## src/verilog/host_xfer_pkg.sv

```systemverilog
// How it works
// Burst bit set: back-to-back CAS cycles
// Fast bit low: three clocks per CAS
// Fast bit set: two clocks per CAS; the code gives two clocks only when the burst bit is also set, else three
// Direction bit: low reads buffer, high writes
// Dual bit low: one block per frame
// Block runs start through end, inclusive
// Single mode: next frame, same offsets
// Dual mode: A then B, then frame advance
// Reset points both pair pointers at A
// Dual mode high-byte write toggles pointer
// Mode read shows both pointer states
// Mode write with bit low clears pointer
// Frame counter wraps to start after last
// Software repositions frame via start frame
// Current frame readable, eleven bits, two bytes
// Offsets twelve bits: low byte, high nibble
// Live offset counter readable and writable
// Start frame eleven bits over two bytes
// Start frame write acts immediately
// Software writes mode register first
// Software writes A start offset last
// Dual mode readback sees the other pair
// Wrap frame register, eleven bits, read/write
// Counter loads start, steps per byte
// Burst bit low: single-byte accesses
`default_nettype none
package host_xfer_pkg;
  localparam int ADDR_W = 18;
  localparam int OFFS_W = 12;
  localparam int FRAME_W = 11;
  localparam int IDX_W = 16;
  // Register indices; byte address is four times the index
  localparam logic [IDX_W-1:0] IDX_LIVE_LO = 16'hf09c;
  localparam logic [IDX_W-1:0] IDX_LIVE_HI = 16'hf09d;
  localparam logic [IDX_W-1:0] IDX_MODE = 16'hf0e2;
  localparam logic [IDX_W-1:0] IDX_SOFF_LO = 16'hf0e8;
  localparam logic [IDX_W-1:0] IDX_SOFF_HI = 16'hf0e9;
  localparam logic [IDX_W-1:0] IDX_EOFF_LO = 16'hf0ea;
  localparam logic [IDX_W-1:0] IDX_EOFF_HI = 16'hf0eb;
  localparam logic [IDX_W-1:0] IDX_SFRM_LO = 16'hf0ec;
  localparam logic [IDX_W-1:0] IDX_SFRM_HI = 16'hf0ed;
  localparam logic [IDX_W-1:0] IDX_CFRM_LO = 16'hf0ee;
  localparam logic [IDX_W-1:0] IDX_CFRM_HI = 16'hf0ef;
  localparam logic [IDX_W-1:0] IDX_WRAP_LO = 16'hf0f2;
  localparam logic [IDX_W-1:0] IDX_WRAP_HI = 16'hf0f3;
  // Mode register fields
  localparam int MODE_BURST = 0;
  localparam int MODE_FAST = 1;
  localparam int MODE_DIR = 2;
  localparam int MODE_DUAL = 3;
  localparam int MODE_SPTR = 4;
  localparam int MODE_EPTR = 5;
  localparam int MODE_RUN = 6;
  localparam int MODE_BUSY = 7;
  localparam logic [7:0] MODE_WR_MASK = 8'h4f;
  localparam logic [7:0] MODE_RESET = 8'h00;
  // CAS cycle lengths in clocks
  localparam logic [1:0] CAS_SLOW = 2'h3;
  localparam logic [1:0] CAS_FAST = 2'h2;
  localparam logic [OFFS_W-1:0] OFFS_RESET = 12'h000;
  localparam logic [FRAME_W-1:0] FRAME_RESET = 11'h000;
  typedef enum logic [1:0] {
    ST_IDLE = 2'b00,
    ST_LOAD = 2'b01,
    ST_CAS = 2'b10,
    ST_GAP = 2'b11
  } xfer_state_e;
endpackage
`default_nettype wire

```

## src/verilog/host_xfer_addr.sv

```systemverilog
`timescale 1ns/100ps
`default_nettype none
module host_xfer_addr (
  input wire logic pclk,
  input wire logic presetn,
  input wire logic psel,
  input wire logic penable,
  input wire logic pwrite,
  input wire logic [host_xfer_pkg::ADDR_W-1:0] paddr,
  input wire logic [31:0] pwdata,
  output logic [31:0] prdata,
  output logic pready,
  output logic pslverr,
  input wire logic host_ready,
  output logic xfer_ack,
  output logic dram_cas_n,
  output logic dram_write,
  output logic dram_burst,
  output logic [host_xfer_pkg::FRAME_W-1:0] dram_frame,
  output logic [host_xfer_pkg::OFFS_W-1:0] dram_offset,
  output logic xfer_busy
);
  import host_xfer_pkg::*;

  function automatic logic [7:0] byte_of(input logic [15:0] v, input logic hi);
    byte_of = hi ? v[15:8] : v[7:0];
  endfunction

  function automatic logic [15:0] put_byte(input logic [15:0] v, input logic hi, input logic [7:0] b);
    put_byte = hi ? {b, v[7:0]} : {v[15:8], b};
  endfunction

  // Configuration state
  logic [7:0] mode_q, mode_d;
  logic start_ptr_q, start_ptr_d;
  logic end_ptr_q, end_ptr_d;
  logic [OFFS_W-1:0] soff_q [2];
  logic [OFFS_W-1:0] soff_d [2];
  logic [OFFS_W-1:0] eoff_q [2];
  logic [OFFS_W-1:0] eoff_d [2];
  logic [FRAME_W-1:0] sfrm_q, sfrm_d;
  logic [FRAME_W-1:0] wrap_q, wrap_d;
  // Engine state
  xfer_state_e state_q, state_d;
  logic [1:0] cas_cnt_q, cas_cnt_d;
  logic pair_b_q, pair_b_d;
  logic [OFFS_W-1:0] live_q, live_d;
  logic [FRAME_W-1:0] cfrm_q, cfrm_d;

  logic wr_en;
  logic [IDX_W-1:0] idx;
  logic [7:0] wb;
  logic mapped;
  logic sfrm_hi_wr;
  logic [1:0] cas_len;
  logic last_clk;
  logic at_end;

  assign wr_en = psel & penable & pwrite;
  assign idx = paddr[ADDR_W-1:2];
  assign wb = pwdata[7:0];
  assign pready = 1'b1;
  assign sfrm_hi_wr = wr_en & (idx == IDX_SFRM_HI);

  always_comb begin
    mapped = (paddr[1:0] == 2'b00);
    unique case (idx)
      IDX_LIVE_LO, IDX_LIVE_HI, IDX_MODE, IDX_SOFF_LO, IDX_SOFF_HI, IDX_EOFF_LO, IDX_EOFF_HI,
      IDX_SFRM_LO, IDX_SFRM_HI, IDX_CFRM_LO, IDX_CFRM_HI, IDX_WRAP_LO, IDX_WRAP_HI: ;
      default: mapped = 1'b0;
    endcase
  end

  assign pslverr = psel & penable & ~mapped;

  always_comb begin
    logic [7:0] r;
    r = 8'h00;
    unique case (idx)
      IDX_LIVE_LO, IDX_LIVE_HI: r = byte_of({4'h0, live_q}, idx[0]);
      IDX_MODE: begin
        r = mode_q;
        r[MODE_SPTR] = start_ptr_q;
        r[MODE_EPTR] = end_ptr_q;
        r[MODE_BUSY] = (state_q != ST_IDLE);
      end
      IDX_SOFF_LO, IDX_SOFF_HI: r = byte_of({4'h0, soff_q[start_ptr_q]}, idx[0]);
      IDX_EOFF_LO, IDX_EOFF_HI: r = byte_of({4'h0, eoff_q[end_ptr_q]}, idx[0]);
      IDX_SFRM_LO, IDX_SFRM_HI: r = byte_of({5'h00, sfrm_q}, idx[0]);
      IDX_CFRM_LO, IDX_CFRM_HI: r = byte_of({5'h00, cfrm_q}, idx[0]);
      IDX_WRAP_LO, IDX_WRAP_HI: r = byte_of({5'h00, wrap_q}, idx[0]);
      default: r = 8'h00;
    endcase
    prdata = (psel & ~pwrite & mapped) ? {24'h00_0000, r} : 32'h0000_0000;
  end

  // Configuration registers
  always_comb begin
    logic [15:0] t;
    t = 16'h0000;
    mode_d = mode_q;
    start_ptr_d = start_ptr_q;
    end_ptr_d = end_ptr_q;
    soff_d = soff_q;
    eoff_d = eoff_q;
    sfrm_d = sfrm_q;
    wrap_d = wrap_q;
    if (wr_en) begin
      unique case (idx)
        IDX_MODE: begin
          mode_d = wb & MODE_WR_MASK;
          if (!wb[MODE_SPTR]) begin
            start_ptr_d = 1'b0;
          end
          if (!wb[MODE_EPTR]) begin
            end_ptr_d = 1'b0;
          end
        end
        IDX_SOFF_LO, IDX_SOFF_HI: begin
          t = put_byte({4'h0, soff_q[start_ptr_q]}, idx[0], wb);
          soff_d[start_ptr_q] = t[OFFS_W-1:0];
          if (idx[0] && mode_q[MODE_DUAL]) begin
            start_ptr_d = ~start_ptr_q;
          end
        end
        IDX_EOFF_LO, IDX_EOFF_HI: begin
          t = put_byte({4'h0, eoff_q[end_ptr_q]}, idx[0], wb);
          eoff_d[end_ptr_q] = t[OFFS_W-1:0];
          if (idx[0] && mode_q[MODE_DUAL]) begin
            end_ptr_d = ~end_ptr_q;
          end
        end
        IDX_SFRM_LO, IDX_SFRM_HI: begin
          t = put_byte({5'h00, sfrm_q}, idx[0], wb);
          sfrm_d = t[FRAME_W-1:0];
        end
        IDX_WRAP_LO, IDX_WRAP_HI: begin
          t = put_byte({5'h00, wrap_q}, idx[0], wb);
          wrap_d = t[FRAME_W-1:0];
        end
        default: ;
      endcase
    end
  end

  always_ff @(posedge pclk or negedge presetn) begin
    if (!presetn) begin
      mode_q <= MODE_RESET;
      start_ptr_q <= 1'b0;
      end_ptr_q <= 1'b0;
      soff_q[0] <= OFFS_RESET;
      soff_q[1] <= OFFS_RESET;
      eoff_q[0] <= OFFS_RESET;
      eoff_q[1] <= OFFS_RESET;
      sfrm_q <= FRAME_RESET;
      wrap_q <= FRAME_RESET;
    end else begin
      mode_q <= mode_d;
      start_ptr_q <= start_ptr_d;
      end_ptr_q <= end_ptr_d;
      soff_q <= soff_d;
      eoff_q <= eoff_d;
      sfrm_q <= sfrm_d;
      wrap_q <= wrap_d;
    end
  end

  // Transfer engine
  always_comb begin
    if (mode_q[MODE_BURST] && mode_q[MODE_FAST]) begin
      cas_len = CAS_FAST;
    end else begin
      cas_len = CAS_SLOW;
    end
  end

  assign last_clk = (state_q == ST_CAS) && (cas_cnt_q == cas_len - 2'd1);
  assign at_end = (live_q == eoff_q[pair_b_q]);

  always_comb begin
    logic [15:0] lw;
    lw = put_byte({4'h0, live_q}, idx[0], wb);
    state_d = state_q;
    cas_cnt_d = cas_cnt_q;
    pair_b_d = pair_b_q;
    live_d = live_q;
    cfrm_d = cfrm_q;
    unique case (state_q)
      ST_IDLE: begin
        pair_b_d = 1'b0;
        if (mode_q[MODE_RUN]) begin
          state_d = ST_LOAD;
        end
      end
      ST_LOAD: begin
        live_d = soff_q[pair_b_q];
        cas_cnt_d = 2'd0;
        state_d = ST_GAP;
      end
      ST_CAS: begin
        cas_cnt_d = cas_cnt_q + 2'd1;
        if (last_clk) begin
          cas_cnt_d = 2'd0;
          if (at_end) begin
            // End address done too; block is complete
            if (mode_q[MODE_DUAL] && !pair_b_q) begin
              pair_b_d = 1'b1;
            end else begin
              pair_b_d = 1'b0;
              // Next frame with the same offsets
              cfrm_d = (cfrm_q == wrap_q) ? sfrm_q : cfrm_q + 11'd1;
            end
            state_d = mode_q[MODE_RUN] ? ST_LOAD : ST_IDLE;
          end else begin
            live_d = live_q + 12'd1;
            if (!(mode_q[MODE_BURST] && host_ready && mode_q[MODE_RUN])) begin
              state_d = ST_GAP;
            end
          end
        end
      end
      ST_GAP: begin
        if (!mode_q[MODE_RUN]) begin
          state_d = ST_IDLE;
        end else if (host_ready) begin
          state_d = ST_CAS;
        end
      end
      default: state_d = ST_IDLE;
    endcase
    if (wr_en && (idx == IDX_LIVE_LO || idx == IDX_LIVE_HI)) begin
      live_d = lw[OFFS_W-1:0];
    end
    if (wr_en && idx == IDX_SOFF_HI && !start_ptr_q && state_q == ST_IDLE) begin
      live_d = {wb[3:0], soff_q[0][7:0]};
    end
    if (sfrm_hi_wr) begin
      cfrm_d = {wb[2:0], sfrm_q[7:0]};
    end
  end

  always_ff @(posedge pclk or negedge presetn) begin
    if (!presetn) begin
      state_q <= ST_IDLE;
      cas_cnt_q <= 2'd0;
      pair_b_q <= 1'b0;
      live_q <= OFFS_RESET;
      cfrm_q <= FRAME_RESET;
    end else begin
      state_q <= state_d;
      cas_cnt_q <= cas_cnt_d;
      pair_b_q <= pair_b_d;
      live_q <= live_d;
      cfrm_q <= cfrm_d;
    end
  end

  assign xfer_ack = last_clk;
  assign dram_cas_n = (state_q != ST_CAS);
  assign dram_write = mode_q[MODE_DIR];
  assign dram_burst = mode_q[MODE_BURST];
  assign dram_frame = cfrm_q;
  assign dram_offset = live_q;
  assign xfer_busy = (state_q != ST_IDLE);
endmodule // host_xfer_addr
`default_nettype wire

```

## config.mk

```make
export PLATFORM = sky130hd
export DESIGN_NAME = host_xfer_addr
export DESIGN_NICKNAME = d
export VERILOG_FILES = /design/src/verilog/host_xfer_pkg.sv /design/src/verilog/host_xfer_addr.sv
export SDC_FILE = /design/constraint.sdc
export NUM_CORES = 1
export LEC_CHECK = 0
export BUFFER_PORTS_ARGS = -buffer_cell sky130_fd_sc_hd__buf_2
export CORE_UTILIZATION = 50
export DETAILED_ROUTE_END_ITERATION = 10
export PLACE_DENSITY = 0.68
export SKIP_LAST_GASP = 1
export SLEW_MARGIN = 20
export SYNTH_ARGS = -nofsm -noshare
export SYNTH_HDL_FRONTEND = slang
export SYNTH_SLANG_ARGS = --single-unit
```

## constraint.sdc

```tcl
create_clock -name pclk -period 2.47 [get_ports pclk]
set_input_delay 0.247 -clock pclk [delete_from_list [all_inputs] [get_ports pclk]]
set_output_delay 0.247 -clock pclk [all_outputs]
set_load 0.01 [all_outputs]
```

Word-level counts from Yosys, hierarchy flattened
Cells that the tools add are included.
- input bits: 56
- flip-flop bits (word level): 105
- order comparisons: 5
- muxes and demuxes: 62
- reductions and logical operators: 47
- eq/ne operators: 34
- bitwise operators: 14
- $add $sub $neg: 4
- operators by type and width (operator ; count):
    $mux 12 ; 21
    $eq 16x16->1 const B ; 13
    $mux 11 ; 6
    $mux 8 ; 7
    $pmux 8 s7 ; 1
    $bwmux 24 ; 2
    $demux 12 s1 ; 2
    $pmux 12 s2 ; 1
    $reduce_and 4->1 ; 6
    $ne 2x2->1 const B ; 9
    $reduce_bool 2->1 ; 8
    $reduce_and 3->1 ; 5
    $mux 2 ; 7
    $reduce_or 13->1 ; 1
    $add 12x1->12 const B ; 1
    $eq 12x12->1 ; 1
    $logic_and 1x1->1 ; 12
    $reduce_or 2->1 ; 6
    $add 11x1->11 const B ; 1
    $eq 11x11->1 ; 1
    $mux 1 ; 10
    $ne 4x2->1 const B ; 2
    $pmux 2 s4 ; 1
    $and 1x1->1 ; 6
    other kinds (18) ; 36

Depth between registers and ports, before layout
- word-level depth: 10
- gate-level depth with buffers: 9
- mapped depth without buffers: 8

Worst setup path before layout
Ideal clock, no wire load.
- path kind: register -> register
- start: register pair_b_q
- end: register live_q[0], in the netlist dram_offset[0]
- period minus slack after synthesis: 2.125 ns
- setup time: 0.125 ns
- data arrival time: 2.000 ns
- slack: 0.345 ns
- data required time: 2.345 ns
- buffers on the path: 1
- cell stages (with the launch flop): 8
- path through: dfrtp_1 > buf_6 > mux2i_1 > xnor2_1 > nor4_4 > nand3_2 > o211ai_4 > mux2_4
- word-level cells in the longest chain between the ends: 7
- RTL lines (what ; line ; RTL):
    start: declaration ; host_xfer_addr.sv:46 ; logic pair_b_q, pair_b_d;
    start signal: assignment ; host_xfer_addr.sv:252 ; pair_b_q <= pair_b_d;
    $not 1->2 (implied by the code) (*) ; host_xfer_addr.sv:178, host_xfer_addr.sv:196 ;
    $mux 12 (on tied branches) (3 in a row) ; host_xfer_addr.sv:178, host_xfer_addr.sv:196 ;
    $eq 12x12->1 or $pmux 12 s2 (tied branches) ; host_xfer_addr.sv:178, host_xfer_addr.sv:188 ;
    $ne 4x2->1 (no line) or $mux 12 (tied branches) ; - ;
    $reduce_and 4->1 (no line) or $mux 12 (tied branches) ; - ;
    end signal: assignment ; host_xfer_addr.sv:253 ; live_q <= live_d;
    end: declaration ; host_xfer_addr.sv:47 ; logic [OFFS_W-1:0] live_q, live_d;
Mark *: on every way between the ends. The rest lies on a longest branch, timed or not. The select of a mux whose other input is x is not followed.
A chain may end at the register's enable or synchronous reset.

Worst setup path in the final report
- start: register pair_b_q
- end: register live_q[4], in the netlist dram_offset[4]
Same word-level chain as after synthesis.

==> out/metrics.yaml <==
power_switching_mw: 1.883
seq_area_frac_synth_pct: 37.25
p_clk_share_pct: 28.6
clk_pin_slew_ns: 0.08
fmax_mhz: 413.5
finalCritPeriodShare_pct: 97.91
wl_um: 22540
internal-power_mw: 3.402
finalMaxSlewViolations: 0
tightest_slew_ns: 0.5754
cts.sinks: 105
total_power_mw: 5.285
p_leak_nw: 3.660
overflow: 0
die_x_um: 120.8
switching_share_pct: 35.63
start_util_pct: 51.02
post-place-ws_ns: 0.06549
syn_inst: 747
crit_start: "pair_b_q"
maxCapViolCount: 0
synthArstFlopShare_pct: 100.0
synth.top_cell.area_share_pct: 37.25
cp_max_fo: 13
comb_power_share_pct: 33.3
grt_pass1_wl_um: 35490
vias: 6406
drc: 0
finalWeightedCongestion: 0.9597
layout-drive-gt1-share_pct: 25.69
grt_pass1_vias: 6288
critPathKind: "reg -> reg"
synth_cell_type_count: 61
drtIter0Drc: 849
syn_area_um2: 7054
cts.path.max_buffers: 2
fin_skew_ns: 0.01822
area_growth_pct: 14.79
slew_headroom_pct: 61.53
htree_levels: 3
powerDensity_nw_per_um2: 652.6
synth_area_leader_cell: "dfrtp_1"
r2r-start: "pair_b_q"
coreArea_um2: 13830
hold_viol: 0
finalSetupViolations: 0
root_buffer: "clkbuf_16"
antenna_found_initial: 0
dp.final_hpwl_um: 16820
synth-main-ff-cell: "dfrtp_1"
diodes: 0
routedWlPerCell_um: 22.17
min_from: "pwdata[4]"
die_y_um: 120.8
start_kind: "flop"
cts_tree: "done"
rsz0062_at_grt: "yes"
fin_ws_ns: 0.05152
required_ns: 2.72
grt_max_degree: 81
avgSynthCellArea_um2: 9.443
ant_nets: 0
tns_ns: 0
period_minus_slack_ns: 2.418
nets: 895
synth_edf_count: 0
io_buffer_count: 68
dieArea_um2: 14590
synth_seq_cells: 105
status: "finished, final reports clean"
via_per_inst: 6.299
arrival_ns: 2.67
synthTopCellsByArea: "dfrtp_1 37%, mux2_2 7.5%, mux2i_1 6.1%"
grt.total_usage_pct: 32.87
num_rows: 43
drtPass1Iterations: 6
worstSetupEndpointType: "flop"
seq_power_share_pct: 38.1
cts_buffers: 9
ys_warn_count: 0
hold_path.class: "in -> reg"
vdd_drop_max_uv: 463.1
clock_latency_ns: 0.37
whs_ns: 0.2014
io_pins: 118
-- power groups by stage --
stage                     Sequential [mW]  Combinational [mW]  Clock, mW
final                                2.01                1.76       1.51
after global routing                 2.02                1.90       1.60
after CTS                            2.01                1.74       1.53
after detailed placement             2.04                1.73          0
after global placement               2.04                1.68          0
after floorplan                      2.02                1.12          0
-- worst max-delay path, cell delays in order, from the launching register on --
cell      delay [ns]
dfrtp_1         0.37
buf_12          0.17
mux2i_1         0.23
xnor2_1         0.13
nor4_4          0.46
nand3_2         0.20
o211ai_4        0.26
buf_12          0.17
mux2_4          0.30
-- cells by family after synthesis --
group | synth area share, %
AO/OA/AOI/OAI | 15.11
flip-flops | 37.25
buffers and inverters | 6.279
other | 0.1065
multiplexers | 17.54
XOR/XNOR | 4.221
AND/OR/NAND/NOR | 18.25
adder cells (fa/ha/maj) | 1.242
-- final cells by class --
| class | count | area (um2) |
|---|---|---|
| Clock buffer | 10 | 229.0 |
| Clock inverter | 6 | 72.57 |
| Fill cell | 1205 | 5729 |
| Inverter | 20 | 75.07 |
| Multi-Input combinational cell | 576 | 4090 |
| Sequential cell | 105 | 2629 |
| Tap cell | 180 | 225.2 |
| Timing Repair Buffer | 120 | 777.0 |
-- synth_stat cells, drive strengths merged (7+ instances only) --
master / number
a31oi: 15
and3: 7
clkbuf: 30
inv: 20
o211ai: 15
buf: 39
nand3: 29
nand4: 12
o21ai: 46
xnor2: 18
nand2: 87
a222oi: 7
mux2: 55
nor4: 10
nand2b: 7
nor3: 15
dfrtp: 105
nor2: 44
a21oi: 22
xor2: 16
ha: 7
mux4: 7
a22oi: 11
mux2i: 43
-- cell usage in the layout, fill, tap and decap left out, types with 6 or more instances in the layout --
| master | instances |
|---|---|
| nand4_1 | 12 |
| buf_4 | 48 |
| o22a_1 | 6 |
| xnor2_1 | 18 |
| and3_1 | 7 |
| nand3_1 | 28 |
| mux2i_1 | 41 |
| a31oi_1 | 15 |
| ha_1 | 7 |
| nor2_1 | 44 |
| and4_1 | 6 |
| nor3_1 | 15 |
| o21ai_0 | 46 |
| o211ai_1 | 14 |
| mux2_4 | 8 |
| clkbuf_16 | 9 |
| mux2_2 | 47 |
| nand2_1 | 86 |
| a22oi_1 | 11 |
| dfrtp_1 | 104 |
| nand2b_1 | 7 |
| xor2_1 | 16 |
| a21oi_1 | 22 |
| a222oi_1 | 7 |
| nor2b_1 | 6 |
| buf_2 | 67 |
| conb_1 | 25 |
| inv_1 | 20 |
| mux4_2 | 7 |
-- timing repair --
item / in CTS / in global routing
pin swaps: 0 / 1
buffers inserted: 0 / 0
resized for setup: 1 / 6
endpoints found under the hold margin: 25 / 0
hold buffers: 1 / 0
setup endpoints to repair: 1 / 12
cloned: 0 / 0
-- metal layers --
metal,global-route usage [%],part of all wire [%],up-vias
met4,15.66,4.1,0
met3,8.679,11,62
met1,42.35,39,3093
li1,-,-,2857
met2,51.36,47,394
met5,0,0,-
-- worst paths after layout --
check / cells after the start / to / slack (ns)
setup reg to reg: 8 / dram_offset[4] / 0.05
setup / recovery: 8 / dram_offset[4] / 0.05
min in group asynchronous: 2 / dram_frame[7] / 0.34
hold reg to reg: 1 / cas_cnt_q[0] / 0.50
hold / removal: 2 / eoff_q[16] / 0.20
max in group asynchronous: 3 / dram_offset[8] / 1.35
-- flip-flops by register name, summed over array words and instances, names as in the netlist --
signal / cells
dram_offset: 12
dram_frame: 11
wrap_q: 11
pair_b_q: 1
sfrm_q: 11
end_ptr_q: 1
mode_q: 5
soff_q: 24
state_q: 2
start_ptr_q: 1
eoff_q: 24
cas_cnt_q: 2
-- stage by stage --
stage,utilization (%),instances,cell area (um2)
3_5_place_dp,56.13,1000,7761
3_3_place_gp,56.13,1000,7761
6_report,58.56,1017,8098
5_1_grt,58.56,1017,8098
4_1_cts,58.39,1017,8074
2_1_floorplan,-,770,7141
(Power assumes the default switching activity.)
